$ cat src/rtl/sidm_map.vh
// Purpose: constants for the safety I/O diagnostic monitor
// Assumes: 125 MHz mclk
// Notes: definitions only
`ifndef SIDM_MAP_VH
`define SIDM_MAP_VH
// ------------------------------------------------------------
// Timing
// ------------------------------------------------------------
`define SIDM_CLK_MHZ 125
`define SIDM_PULSE_NS 1000
`define SIDM_PULSE_CYC ((`SIDM_PULSE_NS * `SIDM_CLK_MHZ) / 1000)
`define SIDM_SETTLE_NS 800
`define SIDM_SETTLE_CYC ((`SIDM_SETTLE_NS * `SIDM_CLK_MHZ + 999) / 1000)
`define SIDM_PERIOD_US 1000
`define SIDM_PERIOD_CYC (`SIDM_PERIOD_US * `SIDM_CLK_MHZ)
`define SIDM_TICK_US 1
`define SIDM_TICK_CYC (`SIDM_TICK_US * `SIDM_CLK_MHZ)
// ------------------------------------------------------------
// Feedback threshold: 0.3 V on a 12-bit, 3.3 V scale
// ------------------------------------------------------------
`define SIDM_ADC_W 12
`define SIDM_THRESH_MV 300
`define SIDM_ADC_FS_MV 3300
`define SIDM_THRESH_CODE ((`SIDM_THRESH_MV * 4095) / `SIDM_ADC_FS_MV)
// ------------------------------------------------------------
// Output function numbers and fault bit positions
// ------------------------------------------------------------
`define SIDM_FUNC_W 8
`define SIDM_FUNC_SSM 8'h0A
`define SIDM_DOF_ONE 0
`define SIDM_DOF_TWO 1
`define SIDM_DOF_FOUR 2
`define SIDM_DOF_FIVE 3
`define SIDM_NUM_DO 4
`define SIDM_NUM_DI 5
`define SIDM_DTIME_W 16
`endif

$ cat src/rtl/sidm_sync2.v
// Purpose: two-flop synchroniser for a bus of pin levels
// Assumes: inputs are asynchronous to mclk
// Notes: first stage read only by the second
`timescale 1ns/1ns
module sidm_sync2 #(
    parameter W = 1
) (
    mclk,
    rst_n,
    asyncIn,
    syncOut
);
    input wire mclk;
    input wire rst_n;
    input wire [W-1:0] asyncIn;
    output reg [W-1:0] syncOut;
    reg [W-1:0] meta_reg;

    always @(posedge mclk or negedge rst_n) begin
        if (!rst_n) begin
            meta_reg <= {W{1'b0}};
            syncOut <= {W{1'b0}};
        end else begin
            meta_reg <= asyncIn;
            syncOut <= meta_reg;
        end
    end
endmodule

$ cat src/rtl/sidm_discrepancy.v
// Purpose: discrepancy timer and latched fault for one dual-channel input
// Assumes: channels already synchronised; tick is a one-cycle pulse
// Notes: limit counted in ticks
`timescale 1ns/1ns
`include "sidm_map.vh"
module sidm_discrepancy #(
    parameter TW = `SIDM_DTIME_W
) (
    mclk,
    rst_n,
    chanA,
    chanB,
    tick,
    limit,
    faultReset,
    fault
);
    input wire mclk;
    input wire rst_n;
    input wire chanA;
    input wire chanB;
    input wire tick;
    input wire [TW-1:0] limit;
    input wire faultReset;
    output reg fault;
    reg [TW-1:0] time_reg;
    wire differ;
    wire expired;

    assign differ = chanA ^ chanB;
    assign expired = differ && (time_reg > limit);

    always @(posedge mclk or negedge rst_n) begin
        if (!rst_n) begin
            time_reg <= {TW{1'b0}};
            fault <= 1'b0;
        end else begin
            if (!differ) begin
                time_reg <= {TW{1'b0}};
            end else if (tick && time_reg != {TW{1'b1}}) begin
                time_reg <= time_reg + {{(TW-1){1'b0}}, 1'b1};
            end
            // Set beats clear so a live fault is never lost
            if (expired) begin
                fault <= 1'b1;
            end else if (faultReset) begin
                fault <= 1'b0;
            end
        end
    end
endmodule

$ cat src/rtl/sidm_monitor.v
// Purpose: safety I/O diagnostic monitor, output pulse test and input discrepancy
// Assumes: single mclk domain; feedback ADC codes are stable samples
// Notes: faults latch until faultReset
// Function
// RQ1: Pulse-test active output one, fault if feedback high
// RQ2: Pulse-test active output two, fault if feedback high
// RQ3: Pulse-test active output four, fault if feedback high
// RQ4: Pulse-test active output five, fault if feedback high
// RQ5: Shielded output skips pulse test and fault
// RQ6: Fault reset clears output fault; retest re-raises
// RQ7: Speed monitor on outputs three/six rejected
// RQ8: Input one discrepancy over limit raises fault
// RQ9: Input two discrepancy over limit raises fault
// RQ10: Input three discrepancy over limit raises fault
// RQ11: Input four discrepancy over limit raises fault
// RQ12: Wiring keeps channel mismatch within limit
// RQ13: Input five discrepancy over limit raises fault
// RQ14: Report config fault for misplaced speed monitor
// RQ15: Timer starts on mismatch, restarts on agreement
// RQ16: Faults stay latched until fault reset
`timescale 1ns/1ns
`include "sidm_map.vh"
module sidm_monitor #(
    parameter PERIOD_CYC = `SIDM_PERIOD_CYC,
    parameter TW = `SIDM_DTIME_W,
    parameter AW = `SIDM_ADC_W
) (
    mclk,
    rst_n,
    safeOutReq,
    safeOutShield,
    safeOutFeedback,
    plainOutThreeFunc,
    plainOutSixFunc,
    safeInChanA,
    safeInChanB,
    discrepancyTimeIn1,
    discrepancyTimeIn2,
    discrepancyTimeIn3,
    discrepancyTimeIn4,
    discrepancyTimeIn5,
    faultReset,
    safeOutDrive,
    outFault,
    configFault,
    inFault,
    anyFault
);
    input wire mclk;
    input wire rst_n;
    // Bit order: one, two, four, five
    input wire [`SIDM_NUM_DO-1:0] safeOutReq;
    input wire [`SIDM_NUM_DO-1:0] safeOutShield;
    input wire [`SIDM_NUM_DO*AW-1:0] safeOutFeedback;
    input wire [`SIDM_FUNC_W-1:0] plainOutThreeFunc;
    input wire [`SIDM_FUNC_W-1:0] plainOutSixFunc;
    // Bit order: input one at bit 0
    input wire [`SIDM_NUM_DI-1:0] safeInChanA;
    input wire [`SIDM_NUM_DI-1:0] safeInChanB;
    input wire [TW-1:0] discrepancyTimeIn1;
    input wire [TW-1:0] discrepancyTimeIn2;
    input wire [TW-1:0] discrepancyTimeIn3;
    input wire [TW-1:0] discrepancyTimeIn4;
    input wire [TW-1:0] discrepancyTimeIn5;
    input wire faultReset;
    output reg [`SIDM_NUM_DO-1:0] safeOutDrive;
    output reg [`SIDM_NUM_DO-1:0] outFault;
    output reg configFault;
    output reg [`SIDM_NUM_DI-1:0] inFault;
    output reg anyFault;

    // Scheduler states
    localparam ST_IDLE = 2'b00;
    localparam ST_PULSE = 2'b01;
    localparam ST_SAMPLE = 2'b10;
    // Counts in mclk cycles
    localparam [15:0] PULSE_CYC = `SIDM_PULSE_CYC;
    localparam [15:0] SETTLE_CYC = `SIDM_SETTLE_CYC;
    localparam [31:0] PERIOD_LAST = PERIOD_CYC - 1;
    localparam [15:0] TICK_LAST = `SIDM_TICK_CYC - 1;
    localparam [AW-1:0] THRESH = `SIDM_THRESH_CODE;

    // ------------------------------------------------------------
    // Synchronise field-side levels
    // ------------------------------------------------------------
    // Shield, feedback and function codes come from same-clock logic
    wire [`SIDM_NUM_DI-1:0] inA;
    wire [`SIDM_NUM_DI-1:0] inB;
    wire [`SIDM_NUM_DO-1:0] req;
    wire [`SIDM_NUM_DO-1:0] fbHigh;

    sidm_sync2 #(.W(`SIDM_NUM_DI)) u_syncA (
        .mclk(mclk),
        .rst_n(rst_n),
        .asyncIn(safeInChanA),
        .syncOut(inA)
    );
    sidm_sync2 #(.W(`SIDM_NUM_DI)) u_syncB (
        .mclk(mclk),
        .rst_n(rst_n),
        .asyncIn(safeInChanB),
        .syncOut(inB)
    );
    sidm_sync2 #(.W(`SIDM_NUM_DO)) u_syncReq (
        .mclk(mclk),
        .rst_n(rst_n),
        .asyncIn(safeOutReq),
        .syncOut(req)
    );

    // Not below threshold counts as failure, so equal also fails
    function notBelow;
        input [AW-1:0] code;
        begin
            notBelow = (code >= THRESH);
        end
    endfunction

    // Speed monitor is a safety function, plain outputs may not carry it
    function isSpeedMonitor;
        input [`SIDM_FUNC_W-1:0] func;
        begin
            isSpeedMonitor = (func == `SIDM_FUNC_SSM);
        end
    endfunction

    genvar g;
    generate
        for (g = 0; g < `SIDM_NUM_DO; g = g + 1) begin : g_fb
            assign fbHigh[g] = notBelow(safeOutFeedback[g*AW +: AW]);
        end
    endgenerate

    // ------------------------------------------------------------
    // Test pulse scheduler
    // ------------------------------------------------------------
    reg [1:0] state_reg;
    reg [31:0] period_reg;
    reg [15:0] step_reg;
    reg [`SIDM_NUM_DO-1:0] testSel_reg;
    reg [`SIDM_NUM_DO-1:0] fail_reg;
    wire [`SIDM_NUM_DO-1:0] eligible;

    assign eligible = req & ~safeOutShield; // [RQ5]

    wire periodEnd;
    wire pulseDone;
    wire settleDone;
    reg [1:0] state_next;

    assign periodEnd = (period_reg == PERIOD_LAST);
    assign pulseDone = (step_reg == PULSE_CYC - 16'h1);
    assign settleDone = (step_reg == SETTLE_CYC - 16'h1);

    // ------------------------------------------------------------
    // Next-state decode
    // ------------------------------------------------------------
    always @* begin
        state_next = state_reg;
        case (state_reg)
            ST_IDLE: begin
                if (periodEnd && eligible != {`SIDM_NUM_DO{1'b0}}) begin
                    state_next = ST_PULSE;
                end
            end
            ST_PULSE: begin
                if (pulseDone) begin
                    state_next = ST_SAMPLE;
                end
            end
            ST_SAMPLE: begin
                if (settleDone) begin
                    state_next = ST_IDLE;
                end
            end
            default: begin
                state_next = ST_IDLE;
            end
        endcase
    end

    always @(posedge mclk or negedge rst_n) begin
        if (!rst_n) begin
            state_reg <= ST_IDLE;
            period_reg <= 32'h0000_0000;
            step_reg <= 16'h0000;
            testSel_reg <= {`SIDM_NUM_DO{1'b0}};
            fail_reg <= {`SIDM_NUM_DO{1'b0}};
        end else begin
            fail_reg <= {`SIDM_NUM_DO{1'b0}};
            period_reg <= periodEnd ? 32'h0000_0000 : period_reg + 32'h1;
            state_reg <= state_next;
            case (state_reg)
                ST_IDLE: begin
                    if (state_next == ST_PULSE) begin
                        testSel_reg <= eligible;
                        step_reg <= 16'h0000;
                    end
                end
                ST_PULSE: begin
                    step_reg <= pulseDone ? 16'h0000 : step_reg + 16'h1;
                end
                ST_SAMPLE: begin
                    // Wait for the switched-off output to decay before sampling
                    step_reg <= step_reg + 16'h1;
                    if (settleDone) begin
                        fail_reg <= testSel_reg & eligible & fbHigh; // [RQ1] [RQ2] [RQ3] [RQ4]
                        testSel_reg <= {`SIDM_NUM_DO{1'b0}};
                    end
                end
                default: begin
                    step_reg <= 16'h0000;
                end
            endcase
        end
    end

    // ------------------------------------------------------------
    // Output drive and latched output faults
    // ------------------------------------------------------------
    wire testing;
    wire [`SIDM_NUM_DO-1:0] testMask;
    assign testing = (state_reg != ST_IDLE);
    assign testMask = testing ? testSel_reg : {`SIDM_NUM_DO{1'b0}};

    always @(posedge mclk or negedge rst_n) begin
        if (!rst_n) begin
            safeOutDrive <= {`SIDM_NUM_DO{1'b0}};
            outFault <= {`SIDM_NUM_DO{1'b0}};
        end else begin
            // Pulse is a short off-gap on the active output
            safeOutDrive <= req & ~testMask; // [RQ1]
            // Set wins over reset, so a failing retest re-raises
            outFault <= fail_reg | (faultReset ? {`SIDM_NUM_DO{1'b0}} : outFault); // [RQ6] [RQ16]
        end
    end

    // ------------------------------------------------------------
    // Speed monitor placement check
    // ------------------------------------------------------------
    wire badAssign;
    assign badAssign = isSpeedMonitor(plainOutThreeFunc) ||
                       isSpeedMonitor(plainOutSixFunc); // [RQ7]

    always @(posedge mclk or negedge rst_n) begin
        if (!rst_n) begin
            configFault <= 1'b0;
        end else if (badAssign) begin
            configFault <= 1'b1; // [RQ14]
        end else if (faultReset) begin
            configFault <= 1'b0;
        end
    end

    // ------------------------------------------------------------
    // Discrepancy timebase and per-input checkers
    // ------------------------------------------------------------
    reg [15:0] tick_cnt_reg;
    reg tick_reg;
    wire tickEnd;
    wire [`SIDM_NUM_DI-1:0] discFault;
    wire [`SIDM_NUM_DI*TW-1:0] limits;

    assign limits = {discrepancyTimeIn5, discrepancyTimeIn4, discrepancyTimeIn3,
                     discrepancyTimeIn2, discrepancyTimeIn1};
    assign tickEnd = (tick_cnt_reg == TICK_LAST);

    always @(posedge mclk or negedge rst_n) begin
        if (!rst_n) begin
            tick_cnt_reg <= 16'h0000;
            tick_reg <= 1'b0;
        end else begin
            tick_reg <= tickEnd;
            tick_cnt_reg <= tickEnd ? 16'h0000 : tick_cnt_reg + 16'h1;
        end
    end

    // Relies on the wiring keeping mismatch short in normal use [RQ12]
    generate
        for (g = 0; g < `SIDM_NUM_DI; g = g + 1) begin : g_disc
            sidm_discrepancy #(.TW(TW)) u_disc (
                .mclk(mclk),
                .rst_n(rst_n),
                .chanA(inA[g]),
                .chanB(inB[g]),
                .tick(tick_reg),
                .limit(limits[g*TW +: TW]),
                .faultReset(faultReset),
                .fault(discFault[g])
            ); // [RQ8] [RQ9] [RQ10] [RQ11] [RQ13] [RQ15]
        end
    endgenerate

    always @(posedge mclk or negedge rst_n) begin
        if (!rst_n) begin
            inFault <= {`SIDM_NUM_DI{1'b0}};
            anyFault <= 1'b0;
        end else begin
            inFault <= discFault; // [RQ16]
            // Built from the fault outputs so the summary lags all of them equally
            anyFault <= (|inFault) | (|outFault) | configFault;
        end
    end
endmodule

$ cat config.mk
export PLATFORM = sky130hd
export DESIGN_NAME = sidm_monitor
export DESIGN_NICKNAME = d
export VERILOG_FILES = /design/src/rtl/sidm_sync2.v /design/src/rtl/sidm_discrepancy.v /design/src/rtl/sidm_monitor.v
export VERILOG_INCLUDE_DIRS = /design/src /design/src/rtl
export SDC_FILE = /design/constraint.sdc
export NUM_CORES = 1
export LEC_CHECK = 0
export BUFFER_PORTS_ARGS = -buffer_cell sky130_fd_sc_hd__buf_2
export CAP_MARGIN = 20
export CORE_UTILIZATION = 60
export DETAILED_ROUTE_END_ITERATION = 12
export PLACE_DENSITY = 0.89
export SYNTH_ARGS = -nofsm -noshare
export SYNTH_HDL_FRONTEND = slang
export SYNTH_SLANG_ARGS = --single-unit
$ cat constraint.sdc
create_clock -name mclk -period 4.18 [get_ports mclk]
set_input_delay 0.209 -clock mclk [delete_from_list [all_inputs] [get_ports mclk]]
set_output_delay 0.209 -clock mclk [all_outputs]
set_load 0.05 [all_outputs]
==> metrics, run 1 <==
Synth Warn #=0; Netlist cell types=61; CP startpoint kind=register; CP arrival=3470 ps; Clock Sinks=203; Setup violations, final=0; DRT antenna net count=0; Worst Path Max Fanout=20; worst ir drop on vdd=0.290 mV; Vias=9,344; met2 wire length=13,100 um; final wirelength=25,500 um; postcts setup bufs=0; area delta synth->final=18.0%; WS Path Type=register to register; setup tns final=0 ps; number of synthesized flops with an enable pin=0; CP max stage cell=a221o_1; first-pass GRT wire length=42,500 um; largest net degree at the start of global routing=133; Slew Limit Fails=0; Async SR Flop Fraction=100%; Clock H-tree levels=1; clock skew=16.4 ps; Overflow after GRT=0; max reg flops=80; DR top layer=met4; Die Wd=139 um; Worst Path Required=4550 ps; mux cell area share after synthesis=0.442%; Synth Area in Adders=10.4%; Clk Latency, worst-skew pair=500 ps; row count=49; dpl cell area=0.0125 mm2; CTS Buf Count=22; sequential area share after synthesis=44.9%; Core ar.=0.0182 mm2; LEAKAGE=6.85 nW; largest family of logic cells by synthesized area=simple AND/OR/NAND/NOR gates; Tcrit/Tclk final=74.2%; synthesis-stage register bit count=203; RSZ-0062 raised after global routing=false; initial antenna violation count=0; Initial Util=62.2%; Residual DRC=0; metal3 WL=1180 um; Final Hold Fails=0; Synth Area in XOR/XNOR=8.98%; Synth Area in Simple Gates=20.9%; Die Ht=139 um; 1st-iter DRT viols=412; Synth Area in Compound Gates=9.99%; Worst Setup End Kind=register; NumNets Final=1,618; Worst slew margin=27.3%; top_reg_cell synth=dfrtp_1; TritonRoute pass-1 iters=5; Ant. Diodes=0; post-layout min period=3100 ps; Max Freq=323 MHz; Total GRT Usage=26.5%; Power per Cell Area=310 mW/mm2; CTS tree=done; fin area=0.0134 mm2; ranking of synthesized cells by area=dfrtp_1 (45%), ha_1 (10%), xor2_1 (5.3%); CP peak stage delay=610 ps; cts hold-fix bufs=15; WHS=21.8 ps; syn nets=1,416; Slew @ Worst Pin=1080 ps; number of global-route vias before repair=9,288; mapped cell area=0.0113 mm2; Tightest Hold Check Type=input pin to register; post-synthesis cell count=1,157; # port buffers=171; routed vias/inst=5.83; post-DR wirelength/cell=15.9 um; share of the synthesized area in the top cell type=44.9%; post-synth top area cell=dfrtp_1; WL met1=10,700 um; CP Cell Sequence=ha_1 > nor4b_1 > nand4_1 > a21o_1 > a221o_1 > a21o_1 > o41ai_1; syn avg cell area=9.78 um2; clock tree buffer depth=3; GP Congestion=0.827; most used cell, CP=a21o_1; layout cells sized above 1=16.2%; clk slew on worst S/H paths=60 ps; max_cap viols=0; die area=0.0194 mm2; dpl hpwl=18,200 um; fillers=1,235; Boundary Pins=180; Root Driver=clkbuf_16; run status=complete, no violations; CTS-repair resized insts=0
[critical path: cells and delay by family, from the launching register on]
kind                       cells  cell delay [ps]
AOI/OAI and AO/OA              4             1680
adders and majority gates      1              240
DFF                            1              420
and+or+nand+nor                2              640
[power by group]
| group | total, mW | switching (mW) | internal [mW] |
|---|---|---|---|
| logic | 0.256 | 0.147 | 0.109 |
| registers | 1.99 | 0.00610 | 1.98 |
| clock network | 1.90 | 0.749 | 1.15 |
| total | 4.14 | 0.902 | 3.24 |
[Yosys cell counts, types with 4 or more instances]
library cell	n
a2111oi_0	6
a211oi_1	5
a21boi_0	4
a21o_1	27
a21oi_1	34
a22o_1	4
a31oi_1	13
and2_1	12
and3_1	33
and4_1	15
clkbuf_1	17
dfrtp_1	203
ha_1	94
inv_1	109
mux2i_1	5
nand2_1	68
nand2b_1	6
nand3_1	60
nand4_1	53
nor2_1	124
nor2b_1	8
nor3_1	19
nor4_1	18
nor4b_1	4
nor4b_2	5
o2111a_1	4
o21ai_0	18
o22ai_1	8
o31ai_1	5
o41ai_1	4
or3_1	7
xnor2_1	47
xor2_1	69
[per-layer routing]
layer	track usage, %	vias to the layer above
li1	-	4508
met5	0	-
met3	3.27	47
met4	7.43	0
met1	32.8	4534
met2	48.4	255
[placed cells by master, fill, tap and decap left out, types with 4 or more instances in the layout]
cell type      instances
nor2b_1                8
buf_4                  8
nor4b_2                5
nand2b_1               6
and4_1                15
buf_2                170
o21ai_0               18
ha_1                  94
a21boi_0               4
clkinv_2               4
dlygate4sd3_1         15
nand3_1               60
a21oi_1               34
nor4_1                18
or3_1                  7
a2111oi_0              6
nand4_1               53
and2_1                12
nor4b_1                4
xor2_1                69
nor2_1               124
clkbuf_1               8
a22o_1                 4
o2111a_1               4
a31oi_1               13
nand2_1               68
o31ai_1                5
a211oi_1               5
mux2i_1                5
inv_1                109
clkbuf_16             23
o41ai_1                4
dfrtp_1              203
a21o_1                27
and3_1                33
xnor2_1               47
o22ai_1                8
nor3_1                19
[layout make-up]
class / count / area, um2 / area share (%)
flip-flops and latches: 203 / 5080 / 38.0
inverters: 111 / 417 / 3.12
clock buffers: 32 / 619 / 4.64
repair buffers: 197 / 1130 / 8.49
well taps: 229 / 287 / 2.14
clock inverters: 7 / 87.6 / 0.656
multi-input cells: 824 / 5740 / 42.9
[path summary, 6_finish.rpt]
kind                                startpoint                      endpoint  slack [ps]  depth (start not counted)
hold reg to reg            u_syncB.meta_reg[3]            u_syncB.syncOut[3]         350                          0
setup / recovery                   step_reg[0]                   step_reg[9]        1080                          7
hold / removal             safeOutFeedback[32]                   fail_reg[2]          20                          3
setup reg to reg                   step_reg[0]                   step_reg[9]        1080                          7
max in group asynchronous                rst_n  g_disc[4].u_disc.time_reg[8]        3250                          3
min in group asynchronous                rst_n           u_syncA.meta_reg[0]         120                          2
[metrics by stage]
stage	instances	util, %	worst slack [ps]	power (mW)
final	1603	73.4	1080	4.14
after global routing	1603	73.4	932	4.29
after CTS	1601	73.2	1110	4.18
after detailed placement	1547	68.4	1180	2.27
after global placement	1547	68.4	1260	2.26
after floorplan	1157	-	1820	2.11
[logic make-up after synthesis]
logic type | after synthesis
compound gates | 161
xor+xnor | 116
fa+ha+maj | 94
buf+inv | 130
flops | 203
mux | 5
simple gates | 448
No activity file was read; power rests on OpenSTA's default activity.
==> run 2: changes to the inputs <==
- CORE_UTILIZATION: 60 -> 52
- PLACE_DENSITY: 0.89 -> 0.82
- clock period: 4.18 -> 2.7 ns (I/O delays scaled with it)
==> metrics, run 2 (synthesis results as in run 1) <==
max reg flops=80; # port buffers=171; routed vias/inst=5.64; Worst setup startpoint=period_reg[1]; dpl hpwl=19,100 um; final worst setup slack=107 ps; Pint=5.13 mW; Overflow after GRT=0; Worst Path Required=3100 ps; switch share=22.5%; pre-CTS setup slack=-41.1 ps; Ant. Diodes=0; worst ir drop on vdd=0.449 mV; Die Ht=150 um; most common cell after layout, fill and taps aside=dfrtp_1; fin area=0.0137 mm2; RSZ-0062 raised after global routing=false; Tightest Hold Check Type=input pin to register; combinational power share=6.0%; met2 wire length=13,200 um; metal3 WL=1410 um; CTS Buf Count=24; largest net degree at the start of global routing=79; clk slew on worst S/H paths=60 ps; Reg power frac=46.5%; Initial Util=53.5%; dpl cell area=0.0127 mm2; Die Wd=150 um; Vias=9,438; layout cells sized above 1=18.5%; Slew @ Worst Pin=862 ps; CP arrival=2990 ps; Final Hold Fails=0; LEAKAGE=6.98 nW; clock tree buffer depth=3; most frequent cells in the layout=dfrtp_1 (203), buf_2 (170), nor2_1 (124); WL met1=11,300 um; Total GRT Usage=24.3%; first-pass GRT wire length=43,900 um; Layout Cells excl Fill=1,674; max_cap viols=0; Worst Path Max Fanout=12; WS Path Type=register to register; Worst slew margin=41.0%; TritonRoute pass-1 iters=4; WHS=14.5 ps; DRT antenna net count=0; Setup violations, final=0; post-layout min period=2590 ps; post-DR wirelength/cell=15.9 um; RR Startpoint=period_reg[1]; Core ar.=0.0212 mm2; Boundary Pins=180; Psw=1.49 mW; clock skew=8.37 ps; run status=complete, no violations; Clk Latency, worst-skew pair=510 ps; Slew Limit Fails=0; Worst Setup End Kind=register; GP Congestion=0.894; NumNets Final=1,641; area delta synth->final=20.7%; initial antenna violation count=1; Clock H-tree levels=1; FF-to-FF setup slack=110 ps; DR top layer=met5; final wirelength=26,600 um; CTS tree=done; row count=53; crit path to=step_reg[9]; Root Driver=clkbuf_16; number of global-route vias before repair=9,421; Residual DRC=0; Clock Sinks=203; RR Endpoint=step_reg[9]; path depth of the worst reg2reg path=7; Power per Cell Area=484 mW/mm2; die area=0.0224 mm2; Max Freq=386 MHz; DP Cell Count=1,613; 1st-iter DRT viols=444; Tcrit/Tclk final=96.0%; CP startpoint kind=register; clock network fraction of total power=47.5%
-- run 2: cell types whose count changed in the layout (fill, tap and decap cells not counted), moves of 2 or more --
cell / before / now
buf_4: 8 / 29
clkbuf_1: 8 / 1
clkbuf_16: 23 / 25
clkbuf_8: 2 / 5
clkinv_2: 4 / 7
clkinvlp_4: 1 / 4
dlygate4sd3_1: 15 / 17
-- run 2: power groups by stage --
stage               sequential (mW)  clock [mW]  combinational (mW)
floorplan                      3.14           0               0.129
global placement               3.13           0               0.368
detailed placement             3.13           0               0.380
CTS                            3.08        3.21               0.403
global route                   3.08        3.32               0.450
finish                         3.08        3.14               0.399
-- run 2: layer usage --
| metal | track usage, % | up-vias |
|---|---|---|
| li1 | - | 4547 |
| met1 | 31.0 | 4551 |
| met5 | 0 | - |
| met4 | 7.55 | 2 |
| met3 | 3.66 | 59 |
| met2 | 42.4 | 279 |
-- run 2: worst max-delay path, stage by stage (launching register included) --
cell and delay [ps]:
dfrtp_1 400, ha_1 190, nor4bb_2 290, nand4_1 120
or3b_1 410, a221o_2 430, a21o_4 300, o41ai_1 340
-- run 2: final cells by class --
cell class / instances / area, um2
clock buffer: 30 / 684
clock inverter: 13 / 104
fill: 1622 / 7490
inverter: 111 / 417
multi-input combinational: 824 / 5760
sequential: 203 / 5080
tap: 275 / 344
timing repair buffer: 218 / 1270
-- run 2: what timing repair did --
item / in CTS / in global routing
gates resized for setup: 3 / 3
endpoints found under the setup margin: 2 / 8
setup buffers: 0 / 1
endpoints found under the hold margin: 90 / 0
pin swaps: 0 / 1
hold buffers: 17 / 0
gates cloned: 0 / 0
-- run 2: how the worst min path moves through the flow --
stage                           startpoint             endpoint  slack, ps  cells past startpoint
after floorplan                      rst_n             anyFault       -160                      0
after global placement               rst_n  u_syncB.meta_reg[2]        190                      1
after detailed placement             rst_n  u_syncA.meta_reg[2]        200                      1
after CTS                 safeOutShield[0]       testSel_reg[0]          3                      3
after global routing      safeOutShield[0]       testSel_reg[0]         30                      3
final                     safeOutShield[0]       testSel_reg[0]         10                      3
-- run 2: per-stage QoR --
stage	power [mW]	utilization (%)	setup TNS [ps]
6_report	6.62	64.6	0
5_1_grt	6.84	64.6	0
4_1_cts	6.69	64.5	0
3_5_place_dp	3.51	59.9	-41.1
3_3_place_gp	3.50	59.9	0
2_1_floorplan	3.27	-	0
